<file path="config.mk">
export PLATFORM = sky130hd
export DESIGN_NAME = general_pin_function_mux
export DESIGN_NICKNAME = d
export VERILOG_FILES = /design/src/verilog/pin_mux_pkg.sv /design/src/verilog/pin_output_slice.sv /design/src/verilog/general_pin_function_mux.sv
export VERILOG_INCLUDE_DIRS = /design/src /design/src/verilog
export SDC_FILE = /design/constraint.sdc
export NUM_CORES = 1
export LEC_CHECK = 0
export ABC_AREA = 1
export BUFFER_PORTS_ARGS = -buffer_cell sky130_fd_sc_hd__buf_2
export CAP_MARGIN = 30
export CORE_MARGIN = 2
export CORE_UTILIZATION = 30
export CTS_CLUSTER_DIAMETER = 200
export DETAILED_ROUTE_END_ITERATION = 8
export REMOVE_ABC_BUFFERS = 1
export SYNTH_ARGS = -nofsm -noshare
export SYNTH_HDL_FRONTEND = slang
export SYNTH_SLANG_ARGS = --single-unit
</file>
<file path="constraint.sdc">
create_clock -name clock_i -period 1.4 [get_ports clock_i]
set_input_delay 0.07 -clock clock_i [delete_from_list [all_inputs] [get_ports clock_i]]
set_output_delay 0.07 -clock clock_i [all_outputs]
set_load 0.1 [all_outputs]
</file>
<file path="src/verilog/pin_mux_consts.svh">
`ifndef PIN_MUX_CONSTS_SVH
`define PIN_MUX_CONSTS_SVH

`define PIN_DIRECTION_ADDR      12'h06E
`define INPUT_SELECT_BIT2_ADDR  12'h06F
`define INPUT_SELECT_BIT1_ADDR  12'h070
`define INPUT_SELECT_BIT0_ADDR  12'h071
`define OUTPUT_SELECT_BIT2_ADDR 12'h072
`define OUTPUT_SELECT_BIT1_ADDR 12'h073
`define OUTPUT_SELECT_BIT0_ADDR 12'h074
`define RESERVED_SLOT_ADDR      12'h075
`define PIN_OUTPUT_VALUES_ADDR  12'h076
`define PIN_INPUT_LEVELS_ADDR   12'h219

`define REG_RESET_VALUE         8'h00
`define SEL_GENERAL             3'h0
`define SEL_FUNC_A              3'h1
`define SEL_FUNC_B              3'h2
`define SEL_MANUAL_REF          3'h5

`define PIN_REF_SEL0_LOOP0      2
`define PIN_REF_SEL0_LOOP1      3
`define PIN_REF_SEL1_LOOP0      6
`define PIN_REF_SEL1_LOOP1      7
`define CLOCK_OUTPUT_ENABLE_PINS 8

`endif

</file>
<file path="src/verilog/pin_mux_pkg.sv">
package pin_mux_pkg;
  typedef logic [7:0]  byte_t;
  typedef logic [11:0] reg_addr_t;
  typedef logic [2:0]  sel_code_t;
endpackage : pin_mux_pkg

</file>
<file path="src/verilog/pin_output_slice.sv">
`timescale 1ns/10ps
`include "pin_mux_consts.svh"

module pin_output_slice (
  input  wire logic [2:0] out_sel_i,
  input  wire logic       out_value_i,
  input  wire logic       flag_a_i,
  input  wire logic       flag_b_i,
  output logic            pin_level_o
);
  // Reserved codes drive low rather than float
  always_comb begin
    unique case (out_sel_i)
      `SEL_GENERAL: pin_level_o = out_value_i;
      `SEL_FUNC_A:  pin_level_o = flag_a_i;
      `SEL_FUNC_B:  pin_level_o = flag_b_i;
      default:      pin_level_o = 1'b0;
    endcase
  end
endmodule : pin_output_slice

</file>
<file path="src/verilog/general_pin_function_mux.sv">
// Behaviour
// Per-pin direction bit, 0 input, 1 output
// Input selector 000 mirrors pin into status
// Selector 001 on pins 0-4 gates clock outputs; code takes it on all 8 pins (0-7)
// Pin 2 code 101 is loop0 select bit 0
// Pin 3 code 101 is loop1 select bit 0
// Software avoids reserved selector codes
// Input levels readable at 0219h
// Input selector bits sliced over 006F-0071
// Output selector bits sliced over 0072-0074
// Reserved bits written zero, read undefined
// Output selector 000 drives output register bit
// Output register resets 00h, shown in GP mode
// Non-zero output selector drives a status flag; code only for 001 and 010, other codes drive low
// Pins 6,7 code 101 are select bit 1
// Input-mode pin is never driven
// Reset leaves all pins general inputs
`timescale 1ns/10ps
`include "pin_mux_consts.svh"

module general_pin_function_mux (
  input  wire logic                   clock_i,
  input  wire logic                   rst_n_i,
  input  wire logic                   clk_en_i,
  input  wire pin_mux_pkg::reg_addr_t reg_addr_i,
  input  wire pin_mux_pkg::byte_t     reg_wdata_i,
  input  wire logic                   reg_write_i,
  input  wire logic                   reg_read_i,
  output pin_mux_pkg::byte_t          reg_rdata_o,
  input  wire pin_mux_pkg::byte_t     pin_i,
  output pin_mux_pkg::byte_t          pin_o,
  output pin_mux_pkg::byte_t          pin_oe_o,
  input  wire logic [1:0]             loss_of_lock_i,
  input  wire logic [1:0]             holdover_i,
  input  wire logic [3:0]             ref_loss_of_signal_i,
  output pin_mux_pkg::byte_t          clock_output_enable_o,
  output logic [1:0]                  loop0_manual_ref_select_o,
  output logic [1:0]                  loop1_manual_ref_select_o,
  output logic [1:0]                  loop0_manual_ref_valid_o,
  output logic [1:0]                  loop1_manual_ref_valid_o
);
  import pin_mux_pkg::*;

  byte_t     pin_direction_q, pin_direction_d;
  byte_t     in_sel2_q, in_sel2_d, in_sel1_q, in_sel1_d, in_sel0_q, in_sel0_d;
  byte_t     out_sel2_q, out_sel2_d, out_sel1_q, out_sel1_d, out_sel0_q, out_sel0_d;
  byte_t     pin_output_values_q, pin_output_values_d;
  byte_t     pin_input_levels_q, pin_input_levels_d;
  byte_t     reg_rdata_q, reg_rdata_d;
  byte_t     pin_q, pin_d;
  byte_t     pin_oe_q, pin_oe_d;
  byte_t     clk_oe_q, clk_oe_d;
  logic [1:0] l0_sel_q, l0_sel_d, l1_sel_q, l1_sel_d;
  logic [1:0] l0_val_q, l0_val_d, l1_val_q, l1_val_d;
  byte_t     slice_level;
  byte_t     flag_a, flag_b;

  function automatic sel_code_t in_sel(input int unsigned n);
    in_sel = {in_sel2_q[n], in_sel1_q[n], in_sel0_q[n]};
  endfunction : in_sel

  function automatic logic in_fn(input int unsigned n, input sel_code_t code);
    in_fn = !pin_direction_q[n] && (in_sel(n) == code);
  endfunction : in_fn

  // Status flag feeds per pin, codes 001 and 010
  always_comb begin
    flag_a = {ref_loss_of_signal_i[3], ref_loss_of_signal_i[2], ref_loss_of_signal_i[1],
              holdover_i[1], loss_of_lock_i[1], ref_loss_of_signal_i[0], holdover_i[0],
              loss_of_lock_i[0]};
    flag_b = {5'h00, 1'b0, holdover_i[1], loss_of_lock_i[1]};
    flag_b[3] = ref_loss_of_signal_i[1];
  end

  genvar g;
  generate
    for (g = 0; g < 8; g = g + 1) begin : gen_out
      pin_output_slice u_slice (
        .out_sel_i   ({out_sel2_q[g], out_sel1_q[g], out_sel0_q[g]}),
        .out_value_i (pin_output_values_q[g]),
        .flag_a_i    (flag_a[g]),
        .flag_b_i    (flag_b[g]),
        .pin_level_o (slice_level[g])
      );
    end
  endgenerate

  // Register writes; reserved slot ignores data
  always_comb begin
    pin_direction_d     = pin_direction_q;
    in_sel2_d           = in_sel2_q;
    in_sel1_d           = in_sel1_q;
    in_sel0_d           = in_sel0_q;
    out_sel2_d          = out_sel2_q;
    out_sel1_d          = out_sel1_q;
    out_sel0_d          = out_sel0_q;
    pin_output_values_d = pin_output_values_q;
    if (reg_write_i) begin
      unique case (reg_addr_i)
        `PIN_DIRECTION_ADDR:      pin_direction_d     = reg_wdata_i;
        `INPUT_SELECT_BIT2_ADDR:  in_sel2_d           = reg_wdata_i;
        `INPUT_SELECT_BIT1_ADDR:  in_sel1_d           = reg_wdata_i;
        `INPUT_SELECT_BIT0_ADDR:  in_sel0_d           = reg_wdata_i;
        `OUTPUT_SELECT_BIT2_ADDR: out_sel2_d          = reg_wdata_i;
        `OUTPUT_SELECT_BIT1_ADDR: out_sel1_d          = reg_wdata_i;
        `OUTPUT_SELECT_BIT0_ADDR: out_sel0_d          = reg_wdata_i;
        `PIN_OUTPUT_VALUES_ADDR:  pin_output_values_d = reg_wdata_i;
        default: ;
      endcase
    end
  end

  // Readback one cycle after the read strobe; unmapped and reserved read zero
  always_comb begin
    reg_rdata_d = reg_rdata_q;
    if (reg_read_i) begin
      unique case (reg_addr_i)
        `PIN_DIRECTION_ADDR:      reg_rdata_d = pin_direction_q;
        `INPUT_SELECT_BIT2_ADDR:  reg_rdata_d = in_sel2_q;
        `INPUT_SELECT_BIT1_ADDR:  reg_rdata_d = in_sel1_q;
        `INPUT_SELECT_BIT0_ADDR:  reg_rdata_d = in_sel0_q;
        `OUTPUT_SELECT_BIT2_ADDR: reg_rdata_d = out_sel2_q;
        `OUTPUT_SELECT_BIT1_ADDR: reg_rdata_d = out_sel1_q;
        `OUTPUT_SELECT_BIT0_ADDR: reg_rdata_d = out_sel0_q;
        `PIN_OUTPUT_VALUES_ADDR:  reg_rdata_d = pin_output_values_q;
        `PIN_INPUT_LEVELS_ADDR:   reg_rdata_d = pin_input_levels_q;
        default:                  reg_rdata_d = 8'h00;
      endcase
    end
  end

  // Pin functions
  always_comb begin
    pin_input_levels_d = pin_input_levels_q;
    clk_oe_d           = clk_oe_q;
    for (int n = 0; n < 8; n++) begin
      // Non-general inputs keep last sampled value in the status byte
      if (in_fn(n, `SEL_GENERAL)) pin_input_levels_d[n] = pin_i[n];
      // Output enables held when pin not in that function; reserved codes on pin 4 ignored
      if (n < `CLOCK_OUTPUT_ENABLE_PINS && in_fn(n, `SEL_FUNC_A)) clk_oe_d[n] = pin_i[n];
      pin_d[n]    = pin_direction_q[n] ? slice_level[n] : 1'b0;
      pin_oe_d[n] = pin_direction_q[n];
    end
    l0_val_d = {in_fn(`PIN_REF_SEL1_LOOP0, `SEL_MANUAL_REF), in_fn(`PIN_REF_SEL0_LOOP0, `SEL_MANUAL_REF)};
    l1_val_d = {in_fn(`PIN_REF_SEL1_LOOP1, `SEL_MANUAL_REF), in_fn(`PIN_REF_SEL0_LOOP1, `SEL_MANUAL_REF)};
    l0_sel_d = l0_sel_q;
    l1_sel_d = l1_sel_q;
    if (l0_val_d[0]) l0_sel_d[0] = pin_i[`PIN_REF_SEL0_LOOP0];
    if (l1_val_d[0]) l1_sel_d[0] = pin_i[`PIN_REF_SEL0_LOOP1];
    if (l0_val_d[1]) l0_sel_d[1] = pin_i[`PIN_REF_SEL1_LOOP0];
    if (l1_val_d[1]) l1_sel_d[1] = pin_i[`PIN_REF_SEL1_LOOP1];
  end

  always_ff @(posedge clock_i) begin
    if (!rst_n_i) begin
      pin_direction_q     <= `REG_RESET_VALUE;
      in_sel2_q           <= `REG_RESET_VALUE;
      in_sel1_q           <= `REG_RESET_VALUE;
      in_sel0_q           <= `REG_RESET_VALUE;
      out_sel2_q          <= `REG_RESET_VALUE;
      out_sel1_q          <= `REG_RESET_VALUE;
      out_sel0_q          <= `REG_RESET_VALUE;
      pin_output_values_q <= `REG_RESET_VALUE;
      pin_input_levels_q  <= `REG_RESET_VALUE;
      reg_rdata_q         <= `REG_RESET_VALUE;
      pin_q               <= `REG_RESET_VALUE;
      pin_oe_q            <= `REG_RESET_VALUE;
      clk_oe_q            <= 8'hFF;
      l0_sel_q            <= 2'h0;
      l1_sel_q            <= 2'h0;
      l0_val_q            <= 2'h0;
      l1_val_q            <= 2'h0;
    end else if (clk_en_i) begin
      pin_direction_q     <= pin_direction_d;
      in_sel2_q           <= in_sel2_d;
      in_sel1_q           <= in_sel1_d;
      in_sel0_q           <= in_sel0_d;
      out_sel2_q          <= out_sel2_d;
      out_sel1_q          <= out_sel1_d;
      out_sel0_q          <= out_sel0_d;
      pin_output_values_q <= pin_output_values_d;
      pin_input_levels_q  <= pin_input_levels_d;
      reg_rdata_q         <= reg_rdata_d;
      pin_q               <= pin_d;
      pin_oe_q            <= pin_oe_d;
      clk_oe_q            <= clk_oe_d;
      l0_sel_q            <= l0_sel_d;
      l1_sel_q            <= l1_sel_d;
      l0_val_q            <= l0_val_d;
      l1_val_q            <= l1_val_d;
    end
  end

  assign reg_rdata_o               = reg_rdata_q;
  assign pin_o                     = pin_q;
  assign pin_oe_o                  = pin_oe_q;
  assign clock_output_enable_o     = clk_oe_q;
  assign loop0_manual_ref_select_o = l0_sel_q;
  assign loop1_manual_ref_select_o = l1_sel_q;
  assign loop0_manual_ref_valid_o  = l0_val_q;
  assign loop1_manual_ref_valid_o  = l1_val_q;
endmodule : general_pin_function_mux

</file>
* After elaboration in Yosys (flattened, before gate mapping)
Index checks and enable logic that the tools add are counted.
Cells by class: divide/modulo/power cells 0, $mul 0, bitwise operators 0, order comparisons 0, $add $sub $neg 0, equality and inequality tests 32, shifts and indexed selects 0, reductions and logical operators 73, mux-type cells 17
Operator list (count):
- $eq 12x7->1 const B | 8
- $pmux 8 s9 | 1
- $eq 3x1->1 const B | 16
- $logic_not 3->1 | 16
- $reduce_and 2->1 | 21
- $reduce_and 3->1 | 8
- $logic_and 1x1->1 | 20
- $eq 12x10->1 const B | 1
- $eq 3x3->1 const B | 4
- $pmux 1 s2 | 5
- $eq 3x2->1 const B | 3
- $pmux 1 s3 | 3
- $logic_not 1->1 | 8
- $mux 1 | 8
Storage, ports and cells: register bits after elaboration 112, bits of input ports 41, latch bits 0, memories kept 0, bits in writable memories 0, ROM bits 0, output and inout bits 40

* Logic depth before layout (Yosys ltp)
depth in word-level cells 3, depth in mapped cells 12, gate-level depth less buffers 12

* Hierarchy
A second synthesis with hierarchy kept.
Second synthesis, totals: cell total of the unflattened synthesis 763, area total of the unflattened synthesis 5363.9 µm²
By module, submodules not included:
- general_pin_function_mux | instances 1, area each 5073.6 µm², cells an instance 699
- pin_output_slice | instances 8, area each 36.3 µm², cells an instance 8

* Least setup slack after synthesis
Ideal clock, no wire load.
kind register to register, start point register pin_o[0] (netlist name), end point register pin_q[0], in the netlist pin_o[0], period minus slack after synthesis 1270 ps, cell stages (with the launch flop) 3, required time 1329 ps, arrival 1199 ps, path buffers 0, path slack 130 ps, cells stage by stage dfxtp_1 -> o21ai_0 -> a21oi_1
RTL lines:
- end signal: assignment | RTL line general_pin_function_mux.sv:166 | pin_q <= `REG_RESET_VALUE;
- end signal: assignment | RTL line general_pin_function_mux.sv:184 | pin_q <= pin_d;
- end: declaration | RTL line general_pin_function_mux.sv:50 | byte_t pin_q, pin_d;

* Final worst setup path
start point register reg_rdata_q[1], in the netlist reg_rdata_o[1], end point output reg_rdata_o[1]
RTL lines:
- start: declaration | RTL line general_pin_function_mux.sv:49 | byte_t reg_rdata_q, reg_rdata_d;
- start signal: assignment | RTL line general_pin_function_mux.sv:165 | reg_rdata_q <= `REG_RESET_VALUE;
- start signal: assignment | RTL line general_pin_function_mux.sv:183 | reg_rdata_q <= reg_rdata_d;
- end: declaration | RTL line general_pin_function_mux.sv:29 | output pin_mux_pkg::byte_t reg_rdata_o,
No word-level cell between the ends.

==> metrics.cfg <==
[sta]
whs_ps=7.33
slew_violations=0
max_freq_mhz=802
relSlewSlack_pct=67.1
clock-skew-final_ps=6.55
layout_min_cycle_time_ps=1250
finalSetupViolations=0
rsz0062_at_grt=false
period_share_pct=89.0
finalHoldViolCount=0
finalSetupTns_ps=0
setup_ws_ps=153
worst_pin_slew_ps=497

[flow_run]
maxCapViolCount=0

[place]
dp_hpwl_microns=12400
port_buffers=80
post-place-ws_ps=-65.1
place.gp.congestion=0.905

[global_routing]
track_usage_pct=18.6
grt_start_max_net_pins=50
gr-total-overflow=0
grt_antenna_before_repair=0
grt_pass1_wl_microns=26000
grt_pass1_vias=4738

[clock_tree]
cts_buffers=9
path_clk_slew_ps=80
insertion_delay_ps=360
cts_sinks=112
clockRootBuffer=clkbuf_16
cts.path.max_buffers=2
cts_max_level=3
cts_tree=done
postCtsResizedCells=0

[logic_synthesis]
synth_cell_types=29
seq_area_frac_synth_pct=43.9
syn_area_sq_um=5110
yosysWarnings=0
ys_seq_elements=112
synthCells=723
syn_avg_cell_area_sq_um=7.07

[routing]
totalWireLength_microns=16400
wl_per_cell_microns=15.2
vias=5146
ant_nets=0
vias_per_cell=4.76
firstDrtPassIters=4
drt_iter0_drc=436
route.detailed.drc=0

[floorplan]
io_pins=81
num_rows=47
initial_core_util_pct=30.7
fp.coreArea_sq_um=16600
die_w_microns=135
design.die.area_sq_um=18100
die_y_microns=135

[critical_path]
slowest_stage=buf_2
slowest_delay_ps=440
path_buf_inv=1
crit_path_start_kind=register
critPathMaxFanout=2
cp_cell_sequence=buf_2
path_class=reg -> out
worstPathRequired_ps=1330
r2r_start=pin_direction_q[3]$_SDFFE_PN0P_
path_delay_family=buffers and inverters
critPathArrivalTime_ps=1180
worst_setup_path_end_kind=primary output
crit_start=reg_rdata_o[1]$_SDFFE_PN0P_

[layout]
nFillCells=1736
final_util_pct=39.2
area_delta_synth_final_pct=27.7
nets=897
drive_gt1_share_pct=21.6
n_antenna_cell=0

[power]
switching_power_mw=1.62
power.leakage_nw=2.68
swShare_pct=25.9
p_comb_share_pct=8.4
vdd_drop_max_v=0.000605
p_per_area_nw_per_um2=959
p_total_mw=6.26
seqPwrFrac_pct=51.6
intPower_mw=4.64
pwr-share-clk_pct=40.1

[min_path]
min_path_type=in -> reg
hold_start=clk_en_i

[run_status]
status=finished clean

==> final timing paths <==
kind	endpoint	slack, ps	depth (start not counted)
max	reg_rdata_o[1]	150	1
min	pin_oe_o[4]$_SDFFE_PN0P_	7	2
max reg2reg	loop1_manual_ref_select_o[0]$_SDFFE_PN0P_	300	4
min reg2reg	loop0_manual_ref_select_o[0]$_SDFFE_PN0P_	450	2
==> per-layer routing <==
layer,vias up,global-route usage (%),routed length [microns]
li1,2689,-,-
met1,2326,26.1,8090
met2,114,28.4,7160
met3,17,4.09,852
met4,0,5.91,290
met5,-,0,0
==> per-stage QoR <==
step | instances | cell area, sq um
floorplan | 695 | 4970
global placement | 1056 | 6150
detailed placement | 1056 | 6150
CTS | 1081 | 6520
global route | 1081 | 6520
finish | 1081 | 6520
==> sequential cells by signal, summed over array words and instances (netlist names), 8 cells and up <==
| signal | count |
|---|---|
| out_sel2_q | 8 |
| pin_o | 8 |
| out_sel1_q | 8 |
| in_sel1_q | 8 |
| clock_output_enable_o | 8 |
| pin_input_levels_q | 8 |
| in_sel0_q | 8 |
| pin_direction_q | 8 |
| pin_output_values_q | 8 |
| out_sel0_q | 8 |
| in_sel2_q | 8 |
| reg_rdata_o | 8 |
| pin_oe_o | 8 |
==> power groups by stage <==
stage / registers [mW] / logic [mW] / clock network (mW)
global placement: 3.30 / 0.502 / 0
global route: 3.23 / 0.577 / 2.67
detailed placement: 3.30 / 0.505 / 0
CTS: 3.23 / 0.527 / 2.55
finish: 3.23 / 0.524 / 2.51
floorplan: 3.37 / 0.169 / 0
==> kinds of logic (layout without fill, tap and decap cells) <==
| group | after synthesis | after routing | share of synthesized area (%) |
|---|---|---|---|
| AO/OA/AOI/OAI | 202 | 202 | 20.3 |
| buffers and inverters | 126 | 264 | 9.97 |
| flip-flops | 112 | 112 | 43.9 |
| AND/OR/NAND/NOR | 283 | 283 | 25.9 |
==> cell usage after synthesis <==
master / count / share of area [%]
dfxtp_1: 112 / 44
a21oi_1: 102 / 10
nand2_1: 98 / 7.2
inv_1: 88 / 6.5
o21ai_0: 79 / 7.7
nor2_1: 64 / 4.7
nand3_1: 59 / 5.8
nand4_1: 21 / 2.6
buf_2: 11 / 1.1
clkbuf_1: 11 / 0.81
nor3_1: 11 / 1.1
inv_2: 10 / 0.73
o21ai_1: 10 / 0.98
nor4_1: 9 / 1.1
nor2_2: 7 / 0.86
o211ai_1: 6 / 0.88
nand2_2: 4 / 0.49
nor2_4: 4 / 0.88
a31oi_1: 2 / 0.24
buf_1: 2 / 0.15
buf_4: 2 / 0.29
buf_6: 2 / 0.44
nand3_2: 2 / 0.39
nand3b_1: 2 / 0.29
a211oi_1: 1 / 0.15
nor3_2: 1 / 0.20
nor3_4: 1 / 0.32
o21a_1: 1 / 0.15
o311ai_0: 1 / 0.17
==> final cells by class <==
class	instances	area, sq um	share of cell area (%)
clock buffer	10	239	3.66
multi-input combinational	485	2360	36.2
sequential	112	2240	34.4
timing repair buffer	150	998	15.3
clock inverter	6	42.5	0.652
inverter	98	368	5.64
tap	220	275	4.22
==> placed cells by master, fill, tap and decap left out, drive strengths merged, types with 2 or more instances in the layout <==
cell	instances
buf	141
dfxtp	112
a21oi	102
nand2	102
inv	99
o21ai	89
nor2	75
nand3	61
nand4	21
nor3	13
clkbuf	10
nor4	9
dlygate4sd3	9
o211ai	6
clkinv	3
nand3b	2
a31oi	2
clkinvlp	2
==> what timing repair did <==
item | in CTS | in global routing
hold endpoints to repair | 10 | 0
buffers inserted | 0 | 0
hold buffers | 9 | 0
No activity file was read; power rests on OpenSTA's default activity.
